**config.mk**
```make
export PLATFORM = sky130hd
export DESIGN_NAME = urx_receiver
export DESIGN_NICKNAME = d
export VERILOG_FILES = /design/src/verilog/urx_pkg.sv /design/src/verilog/urx_receiver.sv
export SDC_FILE = /design/constraint.sdc
export NUM_CORES = 1
export LEC_CHECK = 0
export BUFFER_PORTS_ARGS = -buffer_cell sky130_fd_sc_hd__buf_2
export CORE_MARGIN = 3
export CORE_UTILIZATION = 30
export CTS_CLUSTER_DIAMETER = 60
export DETAILED_ROUTE_END_ITERATION = 10
export PLACE_DENSITY = 0.48
export SYNTH_ARGS = -nofsm -noshare
export SYNTH_HDL_FRONTEND = slang
export SYNTH_SLANG_ARGS = --single-unit
```
**constraint.sdc**
```tcl
create_clock -name sys_clk -period 6.75 [get_ports sys_clk]
set_input_delay 0.3375 -clock sys_clk [delete_from_list [all_inputs] [get_ports sys_clk]]
set_output_delay 0.3375 -clock sys_clk [all_outputs]
set_load 0.02 [all_outputs]
```
**src/verilog/urx_pkg.sv**
```systemverilog
// Package for the serial receive buffer block: register map, fields, states, records.
// Assumes a single 100 MHz clock and a plain strobe register port.
package urx_pkg;

    // ****************************************************************
    // Register offsets
    // ****************************************************************
    localparam logic [2:0] URX_ADDR_DATA   = 3'h0; // serial_data_buffer
    localparam logic [2:0] URX_ADDR_STATUS = 3'h1; // line_status_reg
    localparam logic [2:0] URX_ADDR_CTRLB  = 3'h2; // line_control_b_reg
    localparam logic [2:0] URX_ADDR_FORMAT = 3'h3; // frame_format_reg
    localparam logic [2:0] URX_ADDR_BAUD   = 3'h4; // baud divisor low byte only; high byte held at zero

    // ****************************************************************
    // Field positions
    // ****************************************************************
    localparam int URX_ST_RXC   = 7; // receive complete
    localparam int URX_ST_FE    = 4;
    localparam int URX_ST_DOR   = 3;
    localparam int URX_ST_UPE   = 2;
    localparam int URX_CB_RX_COMPLETE_IRQ_ENABLE = 7;
    localparam int URX_CB_RECEIVER_ENABLE_BIT  = 4;
    localparam int URX_CB_SZ2   = 2;
    localparam int URX_CB_RX9   = 1;
    localparam int URX_FF_SYNC  = 6; // external synchronous clock mode
    localparam int URX_FF_PEN   = 5; // parity_enable_bit
    localparam int URX_FF_PODD  = 4; // parity_odd_select
    localparam int URX_FF_SBS   = 3; // stop_bit_select, no effect on receive
    localparam int URX_FF_SZ1   = 2;
    localparam int URX_FF_SZ0   = 1;

    // ****************************************************************
    // Reset values and timing
    // ****************************************************************
    localparam logic [7:0]  URX_CTRLB_RST  = 8'h00;
    localparam logic [7:0]  URX_FORMAT_RST = 8'h06; // eight data bits
    localparam logic [15:0] URX_BAUD_RST   = 16'h0000;
    localparam logic [2:0]  URX_SZ_NINE    = 3'h7;
    localparam logic [3:0]  URX_OVS_MID    = 4'h7; // mid-bit sample of 16
    localparam logic [1:0]  URX_DEPTH      = 2'h2;

    // ****************************************************************
    // Types
    // ****************************************************************
    typedef enum logic [1:0] {
        URX_IDLE  = 2'b00,
        URX_START = 2'b01,
        URX_BITS  = 2'b10,
        URX_STOP  = 2'b11
    } urx_state_t;

    typedef struct packed {
        logic [8:0] data;
        logic       fe;
        logic       overrun_flag;
        logic       parity_error_flag;
    } urx_entry_t;

    typedef struct packed {
        logic [2:0] addr;
        logic [7:0] wdata;
        logic       wr;
        logic       rd;
    } urx_bus_t;

endpackage

```
**src/verilog/urx_receiver.sv**
```systemverilog
// Receive path of a serial port: framing, parity check, two-entry buffer, registers.
// Assumes rx_pin and sync_clk_pin are synchronous to sys_clk; the bus master never waits.
`timescale 1ns/1ps
`default_nettype none

module urx_receiver
    import urx_pkg::*;
(
    input  wire logic       sys_clk,
    input  wire logic       rst,
    input  wire logic [2:0] reg_addr,
    input  wire logic [7:0] reg_wdata,
    input  wire logic       reg_wr,
    input  wire logic       reg_rd,
    output var  logic [7:0] reg_rdata,
    input  wire logic       rx_pin,
    input  wire logic       sync_clk_pin,
    input  wire logic       global_irq_en,
    output var  logic       rx_pin_override,
    output var  logic       rx_irq
);

    // ****************************************************************
    // State record
    // ****************************************************************
    typedef struct packed {
        urx_state_t    st;
        logic [3:0]    ovs;
        logic [15:0]   bdiv;
        logic [3:0]    nbit;
        logic [9:0]    shf;
        logic          held;      // finished frame waiting in held_ent
        urx_entry_t    held_ent;
        urx_entry_t    e0;
        urx_entry_t    e1;
        logic [1:0]    cnt;
        logic          lost;      // overrun pending for next stored frame
        logic          rx_prev;
        logic          xck_prev;
        logic [7:0]    ctrlb;
        logic [7:0]    fmt;
        logic [15:0]   baud;
        logic [7:0]    rdata;
        logic          ovr;
        logic          irq;
    } urx_regs_t;

    urx_regs_t s_q;
    urx_regs_t s_d;
    urx_bus_t  bus;

    assign bus = '{addr: reg_addr, wdata: reg_wdata, wr: reg_wr, rd: reg_rd};

    function automatic logic [3:0] urx_nbits(input logic [2:0] sz, input logic pen);
        logic [3:0] n;
        n = (sz == URX_SZ_NINE) ? 4'h9 : (sz[2] ? 4'h8 : 4'(5 + sz[1:0]));
        urx_nbits = n + {3'h0, pen};
    endfunction

    function automatic logic [8:0] urx_mask(input logic [2:0] sz);
        urx_mask = (sz == URX_SZ_NINE) ? 9'h1FF :
                   sz[2] ? 9'h0FF : 9'((9'h1 << (5 + sz[1:0])) - 9'h1);
    endfunction

    // ****************************************************************
    // Next-state logic
    // ****************************************************************
    logic [2:0] sz;
    logic       en;
    logic       tick;
    logic       start_edge;
    logic       pop;
    logic       push;
    logic [3:0] ndat;
    logic [8:0] dat;
    logic       par_bit;
    urx_entry_t ne;

    always_comb begin
        s_d        = s_q;
        sz         = {s_q.ctrlb[URX_CB_SZ2], s_q.fmt[URX_FF_SZ1], s_q.fmt[URX_FF_SZ0]};
        en         = s_q.ctrlb[URX_CB_RECEIVER_ENABLE_BIT];
        ndat       = urx_nbits(sz, 1'b0);
        dat        = '0;
        par_bit    = 1'b0;
        ne         = '0;
        push       = 1'b0;
        pop        = bus.rd && bus.addr == URX_ADDR_DATA && s_q.cnt != 2'h0;
        start_edge = s_q.rx_prev && !rx_pin;
        s_d.rx_prev  = rx_pin;
        s_d.xck_prev = sync_clk_pin;
        // Sync mode samples on a rising pin edge; async uses the divided baud tick
        if (s_q.fmt[URX_FF_SYNC]) begin
            tick = sync_clk_pin && !s_q.xck_prev;
        end else begin
            tick = s_q.bdiv == s_q.baud;
        end
        s_d.bdiv = tick ? 16'h0000 : s_q.bdiv + 16'h0001;

        // Receiver framing
        case (s_q.st)
            URX_IDLE: begin
                s_d.ovs = 4'h0;
                if (start_edge) begin
                    s_d.st = s_q.fmt[URX_FF_SYNC] ? URX_BITS : URX_START;
                    s_d.nbit = 4'h0;
                    s_d.bdiv = 16'h0000;
                    // Overrun: full buffer, frame held, new start seen
                    if (s_q.cnt == URX_DEPTH && s_q.held) begin
                        s_d.lost = 1'b1;
                    end
                end
            end
            URX_START: begin
                if (tick) begin
                    s_d.ovs = s_q.ovs + 4'h1;
                    if (s_q.ovs == URX_OVS_MID) begin
                        s_d.ovs = 4'h0;
                        // A glitch that is high at mid-bit is not a start
                        s_d.st = rx_pin ? URX_IDLE : URX_BITS;
                    end
                end
            end
            URX_BITS: begin
                if (tick) begin
                    s_d.ovs = s_q.ovs + 4'h1;
                    if (s_q.ovs == 4'hF || s_q.fmt[URX_FF_SYNC]) begin
                        s_d.ovs  = 4'h0;
                        s_d.shf  = {rx_pin, s_q.shf[9:1]};
                        s_d.nbit = s_q.nbit + 4'h1;
                        if (s_q.nbit + 4'h1 == urx_nbits(sz, s_q.fmt[URX_FF_PEN])) begin
                            s_d.st = URX_STOP;
                        end
                    end
                end
            end
            URX_STOP: begin
                if (tick) begin
                    s_d.ovs = s_q.ovs + 4'h1;
                    if (s_q.ovs == 4'hF || s_q.fmt[URX_FF_SYNC]) begin
                        // Second stop bit never sampled; back to idle
                        s_d.st = URX_IDLE;
                        s_d.shf = s_q.shf >> (4'hA - urx_nbits(sz, s_q.fmt[URX_FF_PEN]));
                        dat = (s_d.shf[8:0]) & urx_mask(sz);
                        par_bit = s_d.shf[ndat];
                        ne.data = dat;
                        ne.fe   = !rx_pin;
                        // Even when odd select is zero
                        ne.parity_error_flag  = s_q.fmt[URX_FF_PEN] &&
                                  ((^dat) ^ par_bit ^ s_q.fmt[URX_FF_PODD]);
                        s_d.held     = 1'b1;
                        s_d.held_ent = ne;
                    end
                end
            end
            default: s_d.st = URX_IDLE;
        endcase

        // Buffer pop: entries carry flags and ninth bit with them
        if (pop) begin
            s_d.e0  = s_q.e1;
            s_d.cnt = s_q.cnt - 2'h1;
        end
        // Held frame moves in as soon as there is room
        if (s_q.held && (s_d.cnt != URX_DEPTH)) begin
            ne     = s_q.held_ent;
            ne.overrun_flag = s_q.lost;
            if (s_d.cnt == 2'h0) begin
                s_d.e0 = ne;
            end else begin
                s_d.e1 = ne;
            end
            s_d.cnt  = s_d.cnt + 2'h1;
            s_d.lost = 1'b0;
            push     = 1'b1;
            if (!(s_q.st == URX_STOP && s_d.st == URX_IDLE)) begin
                s_d.held = 1'b0;
            end
        end

        // Register writes; status is read-only so flags cannot be altered
        if (bus.wr) begin
            if (bus.addr == URX_ADDR_CTRLB) begin
                s_d.ctrlb = bus.wdata;
            end else if (bus.addr == URX_ADDR_FORMAT) begin
                s_d.fmt = bus.wdata;
            end else if (bus.addr == URX_ADDR_BAUD) begin
                s_d.baud = {8'h00, bus.wdata};
            end
        end

        // Disable is immediate: frame dropped, buffer flushed
        if (!s_d.ctrlb[URX_CB_RECEIVER_ENABLE_BIT]) begin
            s_d.st   = URX_IDLE;
            s_d.held = 1'b0;
            s_d.lost = 1'b0;
            s_d.cnt  = 2'h0;
        end

        // Read data, one cycle after the strobe
        s_d.rdata = 8'h00;
        if (bus.rd) begin
            if (bus.addr == URX_ADDR_DATA) begin
                s_d.rdata = s_q.e0.data[7:0];
            end else if (bus.addr == URX_ADDR_STATUS) begin
                s_d.rdata[URX_ST_RXC] = s_q.cnt != 2'h0;
                s_d.rdata[URX_ST_FE]  = s_q.cnt != 2'h0 && s_q.e0.fe;
                s_d.rdata[URX_ST_DOR] = s_q.cnt != 2'h0 && s_q.e0.overrun_flag;
                s_d.rdata[URX_ST_UPE] = s_q.cnt != 2'h0 && s_q.e0.parity_error_flag;
            end else if (bus.addr == URX_ADDR_CTRLB) begin
                s_d.rdata = s_q.ctrlb;
                s_d.rdata[URX_CB_RX9] = s_q.cnt != 2'h0 && s_q.e0.data[8];
            end else if (bus.addr == URX_ADDR_FORMAT) begin
                s_d.rdata = s_q.fmt;
            end else if (bus.addr == URX_ADDR_BAUD) begin
                s_d.rdata = s_q.baud[7:0];
            end
        end
        s_d.ovr = s_d.ctrlb[URX_CB_RECEIVER_ENABLE_BIT];
        // Only the buffer level drives the request, never the error flags
        s_d.irq = s_d.ctrlb[URX_CB_RX_COMPLETE_IRQ_ENABLE] && global_irq_en && s_d.cnt != 2'h0;
        if (!en) begin
            s_d.bdiv = 16'h0000;
        end
    end

    // ****************************************************************
    // State register
    // ****************************************************************
    always_ff @(posedge sys_clk) begin
        if (rst) begin
            s_q       <= '0;
            s_q.st    <= URX_IDLE;
            s_q.ctrlb <= URX_CTRLB_RST;
            s_q.fmt   <= URX_FORMAT_RST;
            s_q.baud  <= URX_BAUD_RST;
            s_q.rx_prev  <= 1'b1;
        end else begin
            s_q <= s_d;
        end
    end

    assign reg_rdata       = s_q.rdata;
    assign rx_pin_override = s_q.ovr;
    assign rx_irq          = s_q.irq;

    // ****************************************************************
    // Check helpers
    // ****************************************************************
    // Edge at which the first stop bit is taken and the frame is latched
    logic stop_take;

    assign stop_take = s_q.st == URX_STOP && tick &&
                       (s_q.ovs == 4'hF || s_q.fmt[URX_FF_SYNC]);

    // ****************************************************************
    // Checks
    // ****************************************************************
    a_disable_flush: assert property (@(posedge sys_clk) disable iff (rst)
        !s_q.ctrlb[URX_CB_RECEIVER_ENABLE_BIT] |=> s_q.cnt == 2'h0 || s_q.ctrlb[URX_CB_RECEIVER_ENABLE_BIT])
        else $error("buffer not flushed while disabled");
    a_disable_idle: assert property (@(posedge sys_clk) disable iff (rst)
        !s_q.ctrlb[URX_CB_RECEIVER_ENABLE_BIT] |-> s_q.st == URX_IDLE || $past(s_q.ctrlb[URX_CB_RECEIVER_ENABLE_BIT]))
        else $error("frame continued after disable");
    a_irq_level: assert property (@(posedge sys_clk) disable iff (rst)
        rx_irq == (s_q.ctrlb[URX_CB_RX_COMPLETE_IRQ_ENABLE] && $past(global_irq_en) &&
                   s_q.cnt != 2'h0))
        else $error("interrupt does not follow buffer level");
    a_rxc_read: assert property (@(posedge sys_clk) disable iff (rst)
        reg_rd && reg_addr == URX_ADDR_STATUS |=> reg_rdata[URX_ST_RXC] == ($past(s_q.cnt) != 2'h0))
        else $error("receive complete wrong");
    a_pop_advance: assert property (@(posedge sys_clk) disable iff (rst)
        pop && s_q.cnt == 2'h2 && !push && s_q.ctrlb[URX_CB_RECEIVER_ENABLE_BIT] |=> s_q.cnt == 2'h1 &&
        s_q.e0 == $past(s_q.e1))
        else $error("read did not advance buffer");
    a_upe_off: assert property (@(posedge sys_clk) disable iff (rst)
        stop_take && !s_q.fmt[URX_FF_PEN] |=> !s_q.held_ent.parity_error_flag)
        else $error("parity flag set with checking off");
    a_over_clear: assert property (@(posedge sys_clk) disable iff (rst)
        push |=> !s_q.lost || $past(start_edge))
        else $error("overrun not cleared on transfer");
    a_depth_max: assert property (@(posedge sys_clk) disable iff (rst)
        s_q.cnt <= URX_DEPTH)
        else $error("buffer over depth");
    a_pin_own: assert property (@(posedge sys_clk) disable iff (rst)
        ##1 rx_pin_override == $past(s_d.ctrlb[URX_CB_RECEIVER_ENABLE_BIT]))
        else $error("pin override wrong");

    // ****************************************************************
    // Frame checks
    // ****************************************************************
    // Frame error and unused upper data bits are checked as they are latched, before buffering
    a_fe_stop: assert property (@(posedge sys_clk) disable iff (rst)
        stop_take |=> s_q.held_ent.fe == !$past(rx_pin))
        else $error("frame error does not match first stop bit");
    a_upper_zero: assert property (@(posedge sys_clk) disable iff (rst)
        stop_take |=> (s_q.held_ent.data & ~urx_mask($past(sz))) == 9'h000)
        else $error("unused upper data bits not zero");
    a_held_push: assert property (@(posedge sys_clk) disable iff (rst)
        s_q.held && s_q.cnt != URX_DEPTH |-> push)
        else $error("finished frame not moved into buffer");
    a_status_ro: assert property (@(posedge sys_clk) disable iff (rst)
        reg_wr && reg_addr == URX_ADDR_STATUS && !push && !pop |=> s_q.e0 == $past(s_q.e0))
        else $error("status write altered buffered flags");
    a_sync_tick: assert property (@(posedge sys_clk) disable iff (rst)
        s_q.fmt[URX_FF_SYNC] && s_q.st == URX_BITS && !(sync_clk_pin && !s_q.xck_prev)
        |=> s_q.nbit == $past(s_q.nbit))
        else $error("sync bit taken without a clock edge");
    a_err_noirq: assert property (@(posedge sys_clk) disable iff (rst)
        rx_irq |-> s_q.cnt != 2'h0 && s_q.ctrlb[URX_CB_RX_COMPLETE_IRQ_ENABLE])
        else $error("interrupt without buffered data");

    c_frame_in: cover property (@(posedge sys_clk) disable iff (rst) push);
    c_full: cover property (@(posedge sys_clk) disable iff (rst) s_q.cnt == 2'h2 && s_q.held);
    c_overrun: cover property (@(posedge sys_clk) disable iff (rst) s_q.lost ##1 push);
    c_sync_frame: cover property (@(posedge sys_clk) disable iff (rst)
        push && s_q.fmt[URX_FF_SYNC]);
    c_parity_bad: cover property (@(posedge sys_clk) disable iff (rst)
        push && s_q.held_ent.parity_error_flag);

endmodule

`default_nettype wire

```
# Word level (Yosys, flattened, before mapping)
# Index checks and enable logic that the tools add are counted.
# classes
n_shift	2
bitwise_logic	9
n_addsub	9
n_eq_ne	20
reduce_logical	39
magnitude_cmp	1
muxes	53
# op_table
cell	n
two-way mux 8 bit	8
two-way mux 23 bit	2
two-way mux 12 bit	3
two-way mux 16 bit	2
two-way mux 32 bit	1
two-way mux 6 bit	5
two-way mux 14 bit	2
two-way mux 27 bit	1
two-way mux 24 bit	1
one-hot mux 6 bit (4 select lines)	1
two-way mux 20 bit	1
one-hot mux 10 bit (2 select lines)	1
two-way mux 9 bit	2
adder 16 x 1 -> 16 bit (second input constant)	1
equality test 16 x 8 -> 1 bit	1
two-way mux 2 bit	8
logical AND 1 bit	14
two-way mux 13 bit	1
!= test 2 bit (second input constant)	6
AND reduction 3 bit	4
right shift 10 x 4 -> 10 bit	1
bitwise AND 9 bit	1
parity 9 bit	1
left shift 1 x 4 -> 9 bit (first input constant)	1
34 further kinds	64
# totals
output_inout_bits	10
wordCells	161
ff_bits	111

# Depth between registers and ports, before layout
# depth
depth_word	16
mapped_depth	16

# Worst setup path before layout
# Ideal clock, no wire load.
# synth_path
path_type	reg-to-reg
startpoint	register s_q[28] (netlist bit)
endpoint	register s_q[71] (netlist bit)
setup_time_ns	0.120
arrival_time_ns	3.871
setup_slack_ns	2.759
stages_incl_launch_ff	16
t_required_ns	6.630
path_cell_list	dfxtp_1 -> ha_1 -> nand2_1 -> o21ai_0 -> ha_1 -> ha_1 -> ha_1 -> buf_2 -> mux2_2 -> mux2_2 -> mux2i_1 -> mux2_2 -> xnor2_2 -> xnor3_1 -> xor3_1 -> a211o_1
# synth_between
elab_chain_len	11
elab_cells_between_ends	18
classes_between	4 x add/sub; 1 x eq/ne; 2 x shift; 6 x mux; 3 x bitwise; 2 x reduce/logical
# synth_rtl
item	line	source
start, declared	urx_receiver.sv:48	urx_regs_t s_q;
adder 3 x 2 -> 4 bit	urx_receiver.sv:56, urx_receiver.sv:62	
two-way mux 4 bit (2 in a row)	urx_receiver.sv:56	n = (sz == URX_SZ_NINE) ? 4'h9 : (sz[2] ? 4'h8 : 4'(5 + sz[1:0]));
adder 4 x 1 -> 4 bit	urx_receiver.sv:57	urx_nbits = n + {3'h0, pen};
subtractor 4 bit	urx_receiver.sv:143	s_d.shf = s_q.shf >> (4'hA - urx_nbits(sz, s_q.fmt[URX_FF_PEN]));
right shift 10 x 4 -> 10 bit	urx_receiver.sv:143	
binary-select mux 1 bit (select 4 bit) / bitwise AND 9 bit (equally long branches)	urx_receiver.sv:145, urx_receiver.sv:144	
two-way mux 1 bit (implied by the code) / parity 9 bit (equally long branches)	urx_receiver.sv:145, urx_receiver.sv:150	
bitwise XOR 1 bit (*) (2 in a row)	urx_receiver.sv:150	((^dat) ^ par_bit ^ s_q.fmt[URX_FF_PODD]);
logical AND 1 bit (*)	urx_receiver.sv:149	ne.parity_error_flag = s_q.fmt[URX_FF_PEN] &&
# Mark *: on every way between the ends. The rest lies on a longest branch, timed or not. The select of a mux whose other input is x is not followed.
# A chain may end at the register's enable or synchronous reset.

# Worst setup path after layout
# Same ends and word-level chain as after synthesis.

==> impl_metrics.toml <==
[cells_and_area]
layout_commonest_cell = "dfxtp_1"
drive_gt1_frac = 0.104
area_growth_pct = 8.57
diodes = 0
fill_cells = 1901
nNetsFinal = 714
multiInputGateArea_um2 = 3220
final_cell_mix = "109 x dfxtp_1, 104 x nor2_1, 85 x nand2_1"
final_core_util = 0.337
final_cells = 914
seq_area_um2 = 2180

[place]
port_buffers = 27
dp_cells = 900
place.gp.congestion = 0.846
dpl.hpwl_um = 10000

[die]
start_util = 0.310
num_rows = 49
coreArea_um2 = 18300
boundaryPins = 28
die-area_um2 = 20600
die_h_um = 143
die_width_um = 143

[worst_setup_path]
crit_path_end_kind = "flop"
r2r-start = "s_q[28]$_SDFFE_PP1P_"
cp-start-kind = "flop"
ff2ff_path_depth = 13
slowest_delay_ps = 640
r2r-end = "s_q[71]$_SDFFE_PP0P_"
crit_path_cell_trace = "ha_1 -> nand2_1 -> o21ai_0 -> ha_1 -> ha_1 -> mux2_2 -> mux2_2 -> mux2i_1 -> mux2_2 -> xnor2_2 -> xnor3_1 -> xor3_1 -> a211o_1"
r2r_slack_ps = 2200
critPathKind = "reg2reg"
crit_slowest_cell = "ha_1"
cp_max_fo = 15
critPathArrivalTime_ps = 4800
required_ps = 6990

[global_routing]
grt_pass1_vias = 4394
grt_usage = 0.140
grt_pass1_wl_um = 23000
globalRouteOverflowTotal = 0
antenna_found_initial = 0
grt_max_degree = 44

[timing]
fin_setup_tns_ps = 0
worst_slew_pin_slew_ps = 936
drv_slew = 0
whs_ps = 239
slew_headroom = 0.374
max_freq_ghz = 0.220
setup_viol = 0
min_period_ps = 4550
period_share = 0.675
rsz0062_at_grt = "no"
finalHoldViolCount = 0
skew_ps = 6.39

[power_and_ir_drop]
vdd_drop_max_v = 0.0000931
power_density_nw_per_um2 = 197
p_leak_nw = 2.28

[logic_synthesis]
synth_top_family_by_area = "simple AND/OR/NAND/NOR gates"
syn_inst = 687
synth_edf_count = 0
synth_xor_area_frac = 0.0682
ys_ff_latch = 109
synthAdderAreaFrac = 0.0309
synth_compound_area_frac = 0.139
synth.area.mux_share = 0.104
synth_ff_type = "dfxtp_1"
ys_seq_area_frac = 0.385
synth_area_per_cell_um2 = 8.25
ys_warn_count = 0
synthArstFlopShare = 0
yosysUniqueCellTypes = 57
syn_area_um2 = 5670
syn_nets = 719
synthSimpleGateAreaFrac = 0.226

[clock_tree]
insertion_delay_ps = 350
cts_htree_levels = 3
post_cts_buffers = 0
cts_resized = 0
cts_buffers = 9
holdBufCountCts = 0
path_clk_slew_ps = 70
cts.sinks = 109
cts_buffer_depth = 2
cts_tree = "built"
root_buffer = "clkbuf_16"

[routing]
dr.pass1.iters = 4
drc_errors = 0
avgViaCountPerCell = 5.04
via_count = 4603
drtIter0Drc = 343
drt_wl_total_um = 13800
wire_per_inst_um = 15.1
detail-route-antenna-nets = 0

[min_path]
min_path_type = "in2reg"
hp-start = "sync_clk_pin"
hold_path_end = "s_q[42]$_SDFF_PP0_"
worstHoldPathCells = 2

[outcome]
status = "complete, no violations"

[run]
max_cap_violations = 0
==> synth_stat cells (all sizes together) (9+ instances only) <==
library cell	n	share of area
buf	14	0.016
nor2	104	0.069
and3	9	0.0099
mux2i	34	0.060
xor2	17	0.026
nand2	85	0.056
nor3	12	0.011
clkbuf	31	0.021
a21oi	67	0.059
mux2	18	0.036
nand3	24	0.021
a211oi	19	0.025
ha	14	0.031
dfxtp	109	0.38
inv	15	0.0099
o21ai	16	0.014
xnor2	18	0.034
==> stage by stage <==
stage	cell area, µm²	setup WS, ps	power (mW)
global route	6150	1980	1.27
finish	6150	2200	1.21
CTS	6150	2210	1.24
floorplan	5670	2760	0.723
global placement	5900	2390	0.744
detailed placement	5900	2230	0.745
==> state kept, by name (all words and copies together), names as in the netlist <==
register   cells
s_q           99
en             1
reg_rdata      8
rx_irq         1
==> kinds of logic after synthesis <==
kind of cell | count (synthesis)
compound gates | 131
xor+xnor | 37
fa+ha+maj | 14
buf+inv | 60
flops | 109
mux | 54
simple gates | 282
==> area by class of cell <==
class / count / share of cell area
flip-flops and latches: 109 / 0.355
multi-input cells: 518 / 0.524
well taps: 229 / 0.0466
repair buffers: 29 / 0.0244
inverters: 15 / 0.00915
clock buffers: 10 / 0.0372
clock inverters: 4 / 0.00427
==> routing by layer <==
layer	vias to the layer above	routed length [µm]	global-route usage
li1	2368	-	-
met1	2161	6980	0.194
met2	66	6270	0.215
met3	8	409	0.0356
met4	0	125	0.0387
met5	-	0	0
==> report_power, final <==
group          internal (mW)  switching (mW)  total, mW
clock network          0.247           0.237      0.484
logic                 0.0287          0.0507     0.0794
registers              0.647         0.00473      0.651
==> worst max path at each step <==
stage,slack (ps),cells past startpoint,from,to
after floorplan,2760,15,s_q[28]$_SDFFE_PP1P_,s_q[71]$_SDFFE_PP0P_
after global placement,2390,13,s_q[28]$_SDFFE_PP1P_,s_q[71]$_SDFFE_PP0P_
after detailed placement,2230,13,s_q[28]$_SDFFE_PP1P_,s_q[71]$_SDFFE_PP0P_
after CTS,2210,13,s_q[28]$_SDFFE_PP1P_,s_q[71]$_SDFFE_PP0P_
after global routing,1980,13,s_q[28]$_SDFFE_PP1P_,s_q[71]$_SDFFE_PP0P_
final,2200,13,s_q[28]$_SDFFE_PP1P_,s_q[71]$_SDFFE_PP0P_
==> worst max-delay path, delay by kind of cell, from the launching register on <==
family | cells | cell delay (ps)
adders and majority gates | 3 | 1410
muxes | 4 | 1080
xor gates and xnor gates | 3 | 920
DFF | 1 | 480
AOI/OAI and AO/OA | 2 | 480
and+or+nand+nor | 1 | 70
(Power assumes the default switching activity.)
